[src/mpdc_pkg.sv]
// Operation
// - Display page code is 22h, top bits zero
// - Display page length byte must be 52h
// - Flag 0 internal text, 1 host text
// - Flags in byte 2 bits 3..0, rest zero
// - Line texts are 20-byte fields, bytes 4-83
// - Own default for line two is blank
// - Configuration page code is 3Dh, top bits zero
// - Configuration page length byte must be 28h
// - Write flag bit 7: alter, else select
// - Alter only with valid fields and alterable variable
// - Type codes 0..3 must match variable type
// - Text length zero means zero-terminated, max 16
// - Byte array length is count, max 16
// - Signed integers 1/2/4 bytes, MSB first
// - Unsigned integers 1/2/4 bytes, MSB first
// - Name zero-terminated at byte 4, max 20
// - Alter requires exact existing name match
// - Empty name selects the first variable
// - Remember latest selection for next mode sense
package mpdc_pkg;
	// Page identification
	localparam logic [5:0] PAGE_DISP = 6'h22;
	localparam logic [5:0] PAGE_CFG = 6'h3D;
	localparam logic [7:0] LEN_DISP = 8'h52;
	localparam logic [7:0] LEN_CFG = 8'h28;
	// Byte positions within a page
	localparam logic [6:0] POS_LEN = 7'h01;
	localparam logic [6:0] LAST_DISP = 7'h53;
	localparam logic [6:0] LAST_CFG = 7'h29;
	localparam int BUF_BYTES = 84;
	localparam int TEXT_BASE = 4;
	localparam int LINE_CHARS = 20;
	localparam int LINES = 4;
	localparam int NAME_BASE = 4;
	localparam int NAME_MAX = 20;
	localparam int NAME_TERM = 24;
	localparam int VAL_BASE = 25;
	localparam int VAL_MAX = 16;
	localparam int VAL_TERM = 41;
	// Field positions in byte 2 of the configuration page
	localparam int WR_BIT = 7;
	localparam int TYPE_LSB = 5;
	localparam int LEN_LSB = 0;
	// Value type codes
	localparam logic [1:0] TY_TEXT = 2'h0;
	localparam logic [1:0] TY_BYTES = 2'h1;
	localparam logic [1:0] TY_SINT = 2'h2;
	localparam logic [1:0] TY_UINT = 2'h3;
	localparam logic [7:0] CHAR_BLANK = 8'h20;
	// Register offsets
	localparam logic [11:0] OFF_CTRL = 12'h000;
	localparam logic [11:0] OFF_STATUS = 12'h004;
	localparam logic [11:0] OFF_SEL = 12'h008;
	localparam logic [11:0] OFF_OVR = 12'h00C;
	localparam logic [31:0] CTRL_RST = 32'h0000_0001;
	localparam logic [5:0] STATUS_RST = 6'h00;
	// Status bit positions
	localparam int ST_DISP_DONE = 0;
	localparam int ST_CFG_DONE = 1;
	localparam int ST_BAD_CODE = 2;
	localparam int ST_BAD_LEN = 3;
	localparam int ST_BAD_FIELD = 4;
	localparam int ST_REJECT = 5;

	typedef struct packed {
		logic found;
		logic alterable;
		logic [7:0] idx;
		logic [1:0] vtype;
	} mpdc_lookup_t;

	typedef struct packed {
		logic [7:0] idx;
		logic [1:0] vtype;
		logic [4:0] len;
		logic [127:0] bytes;
		logic [31:0] ival;
	} mpdc_var_wr_t;
endpackage : mpdc_pkg

[src/mpdc_parser.sv]
`timescale 1ns/1ps
module mpdc_parser (
	input wire logic clk_i,
	input wire logic sys_rst_i,
	input wire logic psel_i,
	input wire logic penable_i,
	input wire logic pwrite_i,
	input wire logic [11:0] paddr_i,
	input wire logic [31:0] pwdata_i,
	output logic [31:0] prdata_o,
	output logic pready_o,
	output logic pslverr_o,
	input wire logic pg_vld_i,
	input wire logic pg_first_i,
	input wire logic [7:0] pg_byte_i,
	output logic pg_rdy_o,
	output logic lookup_req_o,
	output logic [159:0] lookup_name_o,
	input wire logic lookup_ack_i,
	input wire mpdc_pkg::mpdc_lookup_t lookup_rsp_i,
	output logic var_wr_vld_o,
	output mpdc_pkg::mpdc_var_wr_t var_wr_o,
	output logic [7:0] sel_idx_o,
	output logic sel_valid_o,
	input wire logic [1:0] disp_line_i,
	input wire logic [4:0] disp_col_i,
	input wire logic [7:0] int_char_i,
	output logic [7:0] disp_char_o
);
	import mpdc_pkg::*;

	typedef enum logic [1:0] {S_IDLE, S_COLLECT, S_CHECK, S_LOOKUP} mpdc_state_t;

	mpdc_state_t state_q, state_d;
	logic [7:0] buf_q [BUF_BYTES];
	logic [7:0] buf_d [BUF_BYTES];
	logic [7:0] disp_q [LINES*LINE_CHARS];
	logic [7:0] disp_d [LINES*LINE_CHARS];
	logic [6:0] cnt_q, cnt_d;
	logic is_cfg_q, is_cfg_d;
	logic [3:0] ovr_q, ovr_d;
	logic [31:0] ctrl_q, ctrl_d;
	logic [5:0] status_q, status_d, st_set;
	logic [31:0] prdata_q, prdata_d;
	logic pready_q, pready_d, pslverr_q, pslverr_d;
	logic pg_rdy_q, pg_rdy_d, lookup_req_q, lookup_req_d, var_wr_vld_q, var_wr_vld_d;
	logic [159:0] name_q, name_d;
	mpdc_var_wr_t var_wr_q, var_wr_d;
	logic [7:0] sel_idx_q, sel_idx_d;
	logic sel_valid_q, sel_valid_d;
	logic [7:0] disp_char_q, disp_char_d;
	logic accept, term, name_end;
	logic [7:0] b;
	logic [4:0] eff_len, len_f;
	logic [1:0] type_f;
	logic wr_f, len_ok, fields_ok, name_empty;
	logic [127:0] val_bytes;
	logic [31:0] ival;
	logic [6:0] pos;

	assign accept = pg_vld_i && pg_rdy_q;
	// Configuration field decode from byte 2, empty-name test on byte 4
	assign wr_f = buf_q[2][WR_BIT];
	assign type_f = buf_q[2][TYPE_LSB +: 2];
	assign len_f = buf_q[2][LEN_LSB +: 5];
	assign name_empty = (buf_q[NAME_BASE] == 8'h00);

	// Text length of a zero-terminated value: first zero in the value field, 16 if bytes 25-40 hold none
	always_comb begin
		eff_len = 5'(VAL_MAX);
		for (int k = VAL_MAX - 1; k >= 0; k--) begin
			if (buf_q[VAL_BASE + k] == 8'h00) begin
				eff_len = 5'(k);
			end
		end
		if (!(type_f == TY_TEXT && len_f == 5'h00)) begin
			eff_len = len_f;
		end
	end

	// Value bytes past the supplied length read as zero, first byte on top
	for (genvar k = 0; k < VAL_MAX; k++) begin : g_val
		assign val_bytes[127 - 8*k -: 8] = (5'(k) < eff_len) ? buf_q[VAL_BASE + k] : 8'h00;
	end

	// Integer value, most significant byte first
	always_comb begin
		ival = 32'h0000_0000;
		case (len_f)
			5'h01: ival = {{24{type_f == TY_SINT && buf_q[VAL_BASE][7]}}, buf_q[VAL_BASE]};
			5'h02: ival = {{16{type_f == TY_SINT && buf_q[VAL_BASE][7]}}, buf_q[VAL_BASE],
				buf_q[VAL_BASE+1]};
			5'h04: ival = {buf_q[VAL_BASE], buf_q[VAL_BASE+1], buf_q[VAL_BASE+2], buf_q[VAL_BASE+3]};
			default: ival = 32'h0000_0000;
		endcase
	end

	// Length legality per type
	always_comb begin
		case (type_f)
			TY_TEXT: len_ok = (len_f <= 5'(VAL_MAX));
			TY_BYTES: len_ok = (len_f != 5'h00) && (len_f <= 5'(VAL_MAX));
			default: len_ok = (len_f == 5'h01) || (len_f == 5'h02) || (len_f == 5'h04);
		endcase
	end

	// Zero bytes the page demands; a wrong one rejects the whole page
	always_comb begin
		if (is_cfg_q) begin
			fields_ok = (buf_q[3] == 8'h00) && (buf_q[NAME_TERM] == 8'h00) && (buf_q[VAL_TERM] == 8'h00);
		end else begin
			fields_ok = (buf_q[2][7:4] == 4'h0) && (buf_q[3] == 8'h00);
		end
	end

	// Host text per line, blanked from the first zero on
	always_comb begin
		term = 1'b0;
		b = 8'h00;
		for (int l = 0; l < LINES; l++) begin
			term = 1'b0;
			for (int c = 0; c < LINE_CHARS; c++) begin
				b = buf_q[TEXT_BASE + l*LINE_CHARS + c];
				if (b == 8'h00) begin
					term = 1'b1;
				end
				disp_d[l*LINE_CHARS + c] = (state_q == S_CHECK && !is_cfg_q && fields_ok) ?
					(term ? CHAR_BLANK : b) : disp_q[l*LINE_CHARS + c];
			end
		end
	end

	// Name presented for lookup, bytes after the terminator cleared
	always_comb begin
		name_end = 1'b0;
		name_d = name_q;
		for (int k = 0; k < NAME_MAX; k++) begin
			if (buf_q[NAME_BASE + k] == 8'h00) begin
				name_end = 1'b1;
			end
			if (state_q == S_CHECK) begin
				name_d[159 - 8*k -: 8] = name_end ? 8'h00 : buf_q[NAME_BASE + k];
			end
		end
	end

	// Page parser state machine
	always_comb begin
		state_d = state_q;
		buf_d = buf_q;
		cnt_d = cnt_q;
		is_cfg_d = is_cfg_q;
		ovr_d = ovr_q;
		st_set = 6'h00;
		lookup_req_d = 1'b0;
		var_wr_vld_d = 1'b0;
		var_wr_d = var_wr_q;
		sel_idx_d = sel_idx_q;
		sel_valid_d = sel_valid_q;
		pg_rdy_d = ctrl_q[0] && (state_d == S_IDLE || state_d == S_COLLECT);
		pos = cnt_q;
		case (state_q)
			S_IDLE: begin
				if (accept && pg_first_i) begin
					buf_d[0] = pg_byte_i;
					cnt_d = POS_LEN;
					is_cfg_d = (pg_byte_i[5:0] == PAGE_CFG);
					if (pg_byte_i == {2'b00, PAGE_DISP} || pg_byte_i == {2'b00, PAGE_CFG}) begin
						state_d = S_COLLECT;
					end else begin
						st_set[ST_BAD_CODE] = 1'b1;
					end
				end
			end
			S_COLLECT: begin
				if (accept) begin
					buf_d[pos] = pg_byte_i;
					cnt_d = cnt_q + 7'h01;
					if (pg_first_i) begin
						st_set[ST_BAD_LEN] = 1'b1;
						state_d = S_IDLE;
					end else if (cnt_q == POS_LEN && pg_byte_i != (is_cfg_q ? LEN_CFG : LEN_DISP)) begin
						st_set[ST_BAD_LEN] = 1'b1;
						state_d = S_IDLE;
					end else if (cnt_q == (is_cfg_q ? LAST_CFG : LAST_DISP)) begin
						state_d = S_CHECK;
					end
				end
			end
			S_CHECK: begin
				state_d = S_IDLE;
				if (!fields_ok) begin
					st_set[ST_BAD_FIELD] = 1'b1;
				end else if (!is_cfg_q) begin
					ovr_d = buf_q[2][3:0];
					st_set[ST_DISP_DONE] = 1'b1;
				end else if (!wr_f && name_empty) begin
					sel_idx_d = 8'h00;
					sel_valid_d = 1'b1;
					st_set[ST_CFG_DONE] = 1'b1;
				end else begin
					lookup_req_d = 1'b1;
					state_d = S_LOOKUP;
				end
			end
			S_LOOKUP: begin
				if (lookup_ack_i) begin
					state_d = S_IDLE;
					if (wr_f && lookup_rsp_i.found && lookup_rsp_i.alterable && lookup_rsp_i.vtype == type_f &&
						len_ok) begin
						var_wr_vld_d = 1'b1;
						var_wr_d = '{idx: lookup_rsp_i.idx, vtype: type_f, len: eff_len, bytes: val_bytes, ival: ival};
						sel_idx_d = lookup_rsp_i.idx;
						sel_valid_d = 1'b1;
						st_set[ST_CFG_DONE] = 1'b1;
					end else if (!wr_f && lookup_rsp_i.found) begin
						sel_idx_d = lookup_rsp_i.idx;
						sel_valid_d = 1'b1;
						st_set[ST_CFG_DONE] = 1'b1;
					end else begin
						st_set[ST_REJECT] = 1'b1;
					end
				end
			end
			default: state_d = S_IDLE;
		endcase
		pg_rdy_d = ctrl_q[0] && (state_d == S_IDLE || state_d == S_COLLECT);
	end

	// Display character for the panel scanner, registered
	always_comb begin
		if (disp_col_i >= 5'(LINE_CHARS)) begin
			disp_char_d = CHAR_BLANK;
		end else if (ovr_q[3 - disp_line_i]) begin
			disp_char_d = disp_q[7'(disp_line_i) * 7'(LINE_CHARS) + 7'(disp_col_i)];
		end else if (disp_line_i == 2'h1) begin
			disp_char_d = CHAR_BLANK;
		end else begin
			disp_char_d = int_char_i;
		end
	end

	// APB slave: one wait state, writes land on the edge that completes the access
	always_comb begin
		pready_d = psel_i && penable_i && !pready_q;
		// Error flag lives only in the answer cycle, so the output needs no gate
		pslverr_d = 1'b0;
		prdata_d = prdata_q;
		ctrl_d = ctrl_q;
		status_d = status_q;
		if (psel_i && penable_i && !pready_q) begin
			pslverr_d = 1'b0;
			prdata_d = 32'h0000_0000;
			case (paddr_i)
				OFF_CTRL: prdata_d = ctrl_q;
				OFF_STATUS: prdata_d = {26'h000_0000, status_q};
				OFF_SEL: prdata_d = {23'h00_0000, sel_valid_q, sel_idx_q};
				OFF_OVR: prdata_d = {28'h000_0000, ovr_q};
				default: pslverr_d = 1'b1;
			endcase
		end
		if (psel_i && penable_i && pready_q && pwrite_i) begin
			if (paddr_i == OFF_CTRL) begin
				ctrl_d = {31'h0000_0000, pwdata_i[0]};
			end
			if (paddr_i == OFF_STATUS) begin
				status_d = status_q & ~pwdata_i[5:0];
			end
		end
		// A new event beats a clear in the same cycle
		status_d = status_d | st_set;
	end

	// Registers
	always_ff @(posedge clk_i or posedge sys_rst_i) begin
		if (sys_rst_i) begin
			state_q <= S_IDLE;
			cnt_q <= 7'h00;
			is_cfg_q <= 1'b0;
			ovr_q <= 4'h0;
			ctrl_q <= CTRL_RST;
			status_q <= STATUS_RST;
			prdata_q <= 32'h0000_0000;
			pready_q <= 1'b0;
			pslverr_q <= 1'b0;
			pg_rdy_q <= 1'b0;
			lookup_req_q <= 1'b0;
			name_q <= '0;
			var_wr_vld_q <= 1'b0;
			var_wr_q <= '0;
			sel_idx_q <= 8'h00;
			sel_valid_q <= 1'b0;
			disp_char_q <= 8'h00;
			for (int i = 0; i < BUF_BYTES; i++) begin
				buf_q[i] <= 8'h00;
			end
			for (int i = 0; i < LINES*LINE_CHARS; i++) begin
				disp_q[i] <= 8'h00;
			end
		end else begin
			state_q <= state_d;
			cnt_q <= cnt_d;
			is_cfg_q <= is_cfg_d;
			ovr_q <= ovr_d;
			ctrl_q <= ctrl_d;
			status_q <= status_d;
			prdata_q <= prdata_d;
			pready_q <= pready_d;
			pslverr_q <= pslverr_d;
			pg_rdy_q <= pg_rdy_d;
			lookup_req_q <= lookup_req_d;
			name_q <= name_d;
			var_wr_vld_q <= var_wr_vld_d;
			var_wr_q <= var_wr_d;
			sel_idx_q <= sel_idx_d;
			sel_valid_q <= sel_valid_d;
			disp_char_q <= disp_char_d;
			buf_q <= buf_d;
			disp_q <= disp_d;
		end
	end

	// Outputs straight from flops
	assign prdata_o = prdata_q;
	assign pready_o = pready_q;
	assign pslverr_o = pslverr_q;
	assign pg_rdy_o = pg_rdy_q;
	assign lookup_req_o = lookup_req_q;
	assign lookup_name_o = name_q;
	assign var_wr_vld_o = var_wr_vld_q;
	assign var_wr_o = var_wr_q;
	assign sel_idx_o = sel_idx_q;
	assign sel_valid_o = sel_valid_q;
	assign disp_char_o = disp_char_q;
endmodule : mpdc_parser

[config.mk]
export PLATFORM = sky130hd
export DESIGN_NAME = mpdc_parser
export DESIGN_NICKNAME = d
export VERILOG_FILES = /design/src/mpdc_pkg.sv /design/src/mpdc_parser.sv
export SDC_FILE = /design/constraint.sdc
export NUM_CORES = 2
export LEC_CHECK = 0
export ABC_AREA = 1
export BUFFER_PORTS_ARGS = -buffer_cell sky130_fd_sc_hd__buf_2
export CAP_MARGIN = 20
export CORE_MARGIN = 1.5
export CORE_UTILIZATION = 30
export DETAILED_ROUTE_END_ITERATION = 8
export GPL_ROUTABILITY_DRIVEN = 0
export MAX_ROUTING_LAYER = met4
export PLACE_DENSITY = 0.46
export SETUP_SLACK_MARGIN = 0.3
export SLEW_MARGIN = 20
export SYNTH_ARGS = -nofsm -noshare
export SYNTH_HDL_FRONTEND = slang
export SYNTH_SLANG_ARGS = --single-unit
[constraint.sdc]
create_clock -name clk_i -period 49.4 [get_ports clk_i]
set_clock_uncertainty 0.1 [all_clocks]
set_input_delay 2.47 -clock clk_i [delete_from_list [all_inputs] [get_ports clk_i]]
set_output_delay 2.47 -clock clk_i [all_outputs]
set_load 0.03 [all_outputs]
# Word level (Yosys, flattened, before mapping)
# Index checks and enable logic that the tools add are counted.
[word_totals]
ff_bits = 1722
elab_cells = 666
in_bits = 87
output_inout_bits = 389
[op_classes]
reduce_logical = 128
muxes = 294
n_addsub = 3
bitwise = 6
n_mul = 1
n_eq_ne = 27
n_lt_le_gt_ge = 22
[ops]
columns = ["cell", "count"]
rows = [
  ["8-bit two-way mux", 129],
  ["672-bit bitwise mux", 1],
  ["672-bit two-way mux", 1],
  ["8-bit logical NOT", 81],
  ["1-bit two-way mux", 117],
  ["32-bit one-hot mux with 3 select lines", 1],
  ["5-bit two-way mux", 17],
  ["8-bit binary-select mux with 7-bit select", 1],
  ["8-bit demux with 7-bit select", 1],
  ["4-bit by 5-bit < comparator with 1-bit output, first input constant", 8],
  ["9-bit one-hot mux with 4 select lines", 1],
  ["32-bit by 3-bit < comparator with 1-bit output, second input constant", 1],
  ["8-bit one-hot mux with 2 select lines", 2],
  ["7-bit two-way mux", 4],
  ["12-bit by 4-bit == test with 1-bit output, second input constant", 2],
  ["1-bit logical AND", 23],
  ["2-bit two-way mux", 11],
  ["3-bit by 5-bit < comparator with 1-bit output, first input constant", 4],
  ["8-bit by 6-bit == test with 1-bit output, second input constant", 2],
  ["8-bit >= comparator, second input constant", 2],
  ["7-bit NOT with 8-bit output", 2],
  ["7-bit one-hot mux with 2 select lines", 1],
  ["12-bit by 3-bit == test with 1-bit output, second input constant", 1],
  ["12-bit logical NOT", 1],
  ["other kinds (41)", 67],
]

# Longest topological paths before layout
[logic_depth]
ltp_word = 22
mapped_depth = 21
mapped_depth_nobuf = 21

# Worst setup path after synthesis
# Ideal clock, no wire load.
[synth_timing]
path_type = "in2reg"
start = "in disp_line_i[0]"
end = "reg disp_char_q[0], in the netlist disp_char_o[0]"
path_stages = 12
path_buffers = 3
arrival_time_ns = 4.471
slack_ns = 44.751
setup_time_ns = 0.078
required_time_ns = 49.222
cell_sequence = "ha_1 > fa_1 > clkbuf_1 > inv_1 > clkbuf_1 > clkbuf_1 > o221ai_1 > nand3_1 > nand3_1 > a21oi_1 > a21oi_1 > a21oi_1"
[synth_between]
elab_chain_len = 8
word_cells_on_any_way = 13
cone_classes = "add/sub (2); mul (1); eq/ne (1); mux (8); bitwise (1)"
[synth_rtl]
columns = ["item", "line", "rtl"]
rows = [
  ["start: declaration", "mpdc_parser.sv:25", "input wire logic [1:0] disp_line_i,"],
  ["2-bit by 3-bit multiplier with 5-bit output", "mpdc_parser.sv:235", "disp_char_d = disp_q[7'(disp_line_i) * 7'(LINE_CHARS) + 7'(disp_col_i)];"],
  ["7-bit by 5-bit adder with 7-bit output", "mpdc_parser.sv:235", ""],
  ["7-bit NOT with 8-bit output (not written as such)", "mpdc_parser.sv:235", ""],
  ["8-bit binary-select mux with 7-bit select", "mpdc_parser.sv:235", ""],
  ["8-bit two-way mux (not written as such) (2 in a row)", "mpdc_parser.sv:235", ""],
  ["8-bit two-way mux (*)", "mpdc_parser.sv:234", "end else if (ovr_q[3 - disp_line_i]) begin"],
  ["8-bit two-way mux (*)", "mpdc_parser.sv:232", "if (disp_col_i >= 5'(LINE_CHARS)) begin"],
  ["named net disp_char_d[0]", "mpdc_parser.sv:51", "logic [7:0] disp_char_q, disp_char_d;"],
  ["end signal: assignment", "mpdc_parser.sv:317", "disp_char_q <= disp_char_d;"],
  ["end: declaration", "mpdc_parser.sv:51", ""],
]
# Mark *: on every way through the listed nets, which the timed path passes. The rest lies on a longest branch. The select of a mux whose other input is x is not followed.
# A chain may end at the register's enable or synchronous reset.

==> metrics.yaml <==
rr_startpoint: "buf_q[653]"
die_x_um: 493
leakage_nw: 39.2
dp_hpwl_um: 173000
cp.required_ns: 50.07
synth_top_area_share_pct: 58.4
fin_ws_ns: 41.95
fill_cells: 24800
path_class: "in2async"
cts-root-buf: "clkbuf_16"
synth.avg_cell_area_sq_um: 8.76
synth_cell_type_count: 63
pin_count: 476
async_reset_ff_share_pct: 100
grt_pass1_wl_um: 390000
post-route-period-util_pct: 15.1
portBuffers: 426
nets: 8524
clock_sinks: 1683
synthTopCellsByArea: "dfrtp_1 58%, nand2_1 12%, o21ai_0 10%"
holdBufCountCts: 0
ir_drop_uv: 28.7
cts_tree: "built"
ys_top_cells_by_count: "2219 x nand2_1, 1682 x dfrtp_1, 1489 x o21ai_0"
slew_headroom_pct: 24.1
syn-cell-area_sq_um: 72000
syn_to_final_growth_pct: 15.7
via_count: 59500
wl_um: 262000
start_util_pct: 30.2
rows: 179
synth_area_leader_cell: "dfrtp_1"
dp_cells: 11400
hp-class: "reg2reg"
final_cell_area_sq_um: 83300
grt_max_degree: 174
min_period_ns: 7.45
place_area_sq_um: 77000
clk_latency_ns: 0.85
die_y_um: 493
synth_fa_ha_area_share_pct: 0.149
cts_max_level: 4
final_cells: 11800
cts.clk_slew.worst_paths_ns: 0.06
cp-startpoint: "sys_rst_i"
core-area_sq_um: 238000
hp-start: "disp_q[315]"
finalHoldViolations: 0
die_area_sq_um: 243000
start_kind: "input port"
ys_ff_latch: 1683
overflow: 0
status: "finished clean"
ys_warn_count: 0
synth_top_family_by_area: "simple AND/OR/NAND/NOR gates"
slowest_delay_ns: 0.89
crit_path_max_fanout: 169
synth_mux_area_share_pct: 0
rsz0062_at_grt: "false"
synthFlopType: "dfrtp_1"
place_worst_setup_slack_ns: 40.54
grt_pass1_vias: 57200
drive_above_1_share_pct: 11.0
grt_antenna_before_repair: 14
path_delay_family: "buffers and inverters"
drt_iter0_drc: 5322
cts_setup_buffers: 0
tns_ns: 0
dr.pass1.iters: 6
setup_viol: 0
post-route-drc-count: 0
slew_viol_final: 0
power.density_nw_per_um2: 35.6
wl_per_cell_um: 22.3
worst-path-buf-inv: 8
synth_compound_gate_area_share_pct: 16.5
drv_cap: 0
ant_nets: 0
cts_buffer_depth: 3
cts_resized: 0
track_usage_pct: 21.9
yosys.area_share.simple_pct: 18.5
crit_top_cell: "buf_4"
worst_pin_slew_ns: 1.14
cts_made_buffers: 191
via_per_inst: 5.06
fin_util_pct: 35.0
synth_edf_count: 0
synth_cells: 8222
yosysMostFrequentCell: "nand2_1"
fmax_mhz: 134
crit_arrival_ns: 8.12
yosysSeqAreaShare_pct: 58.5
path_cells: "buf_2 > clkinvlp_4 > buf_4 > buf_4 > buf_12 > buf_4 > buf_4 > buf_4"
synth-xor-area-share_pct: 0.0365
critPathSlowestCell: "buf_4"
end_kind: "async pin"
-- stage by stage --
stage / hold slack, ns / total power, W
3_3_place_gp: 0.350 / 0.00156
4_1_cts: 0.368 / 0.00300
6_report: 0.364 / 0.00297
2_1_floorplan: 0.337 / 0.00149
5_1_grt: 0.385 / 0.00306
3_5_place_dp: 0.354 / 0.00156
-- sequential cells by signal (all words and copies together), names as in the netlist, 6 cells and up --
register and flops:
buf_q 648, disp_q 640, var_wr_o 175, lookup_name_o 160, prdata_o 9, b 8
disp_char_o 8, sel_idx_o 8, cnt_q 7, status_q 6
-- final cells by class --
type,count,area (sq um),area share (%)
Sequential cell,1683,42100,50.5
Multi-Input combinational cell,5391,25500,30.6
Tap cell,3167,3960,4.75
Antenna cell,7,17.5,0.0210
Inverter,642,2470,2.96
Timing Repair Buffer,520,2970,3.56
Clock buffer,294,5700,6.83
Clock inverter,55,594,0.713
-- path summary, 6_finish.rpt --
check,end,slack (ns),cells past startpoint
max,disp_q[78],41.95,8
min,disp_q[315],0.36,2
max reg2reg,disp_q[19],44.87,12
min reg2reg,disp_q[315],0.36,2
max in group clk_i,disp_char_o[3],43.03,12
min in group asynchronous,pready_o,1.62,2
-- cell families (layout without fill, tap and decap cells) --
kind of cell / count (synthesis) / in the layout
buffers and inverters: 1170 / 1511
DFF: 1683 / 1683
xor gates and xnor gates: 3 / 3
adders and majority gates: 8 / 8
other: 1 / 30
and+or+nand+nor: 3209 / 3209
AOI/OAI and AO/OA: 2148 / 2148
-- metal layers --
layer,vias to the layer above,part of all wire (%),GRT usage (%)
met5,-,0,-
met4,0,2.4,5.45
met3,339,5.1,2.69
met2,1732,46,33.5
met1,29700,47,30.7
li1,27700,-,-
-- worst min-delay path, cell delays in order (launching register included) --
cell and delay, ns:
dfrtp_1 0.34, nand2_1 0.05, nand2_1 0.04
-- cells in the final DEF (no fill, tap or decap), types with 25 or more instances in the layout --
cell and instances:
a21oi_1 200, a22o_1 67, buf_2 424, buf_4 84, clkbuf_1 50, clkbuf_16 191, clkbuf_8 53, clkinv_2 30
dfrtp_1 1682, inv_1 597, inv_2 25, nand2_1 2219, nand3_1 312, nand4_1 83, nor2_1 400, nor4_1 100
o211ai_1 53, o21ai_0 1489, o21ai_1 28, o221ai_1 42, o22ai_1 124, o31ai_1 81
-- report_power, final --
part / switching (W) / leakage (nW) / internal (W) / total (W)
combinational: 0.000127 / 12.6 / 0.0000261 / 0.000153
sequential: 0.000000637 / 23.5 / 0.00138 / 0.00138
clock: 0.000612 / 3.11 / 0.000822 / 0.00143
(Power assumes the default switching activity.)
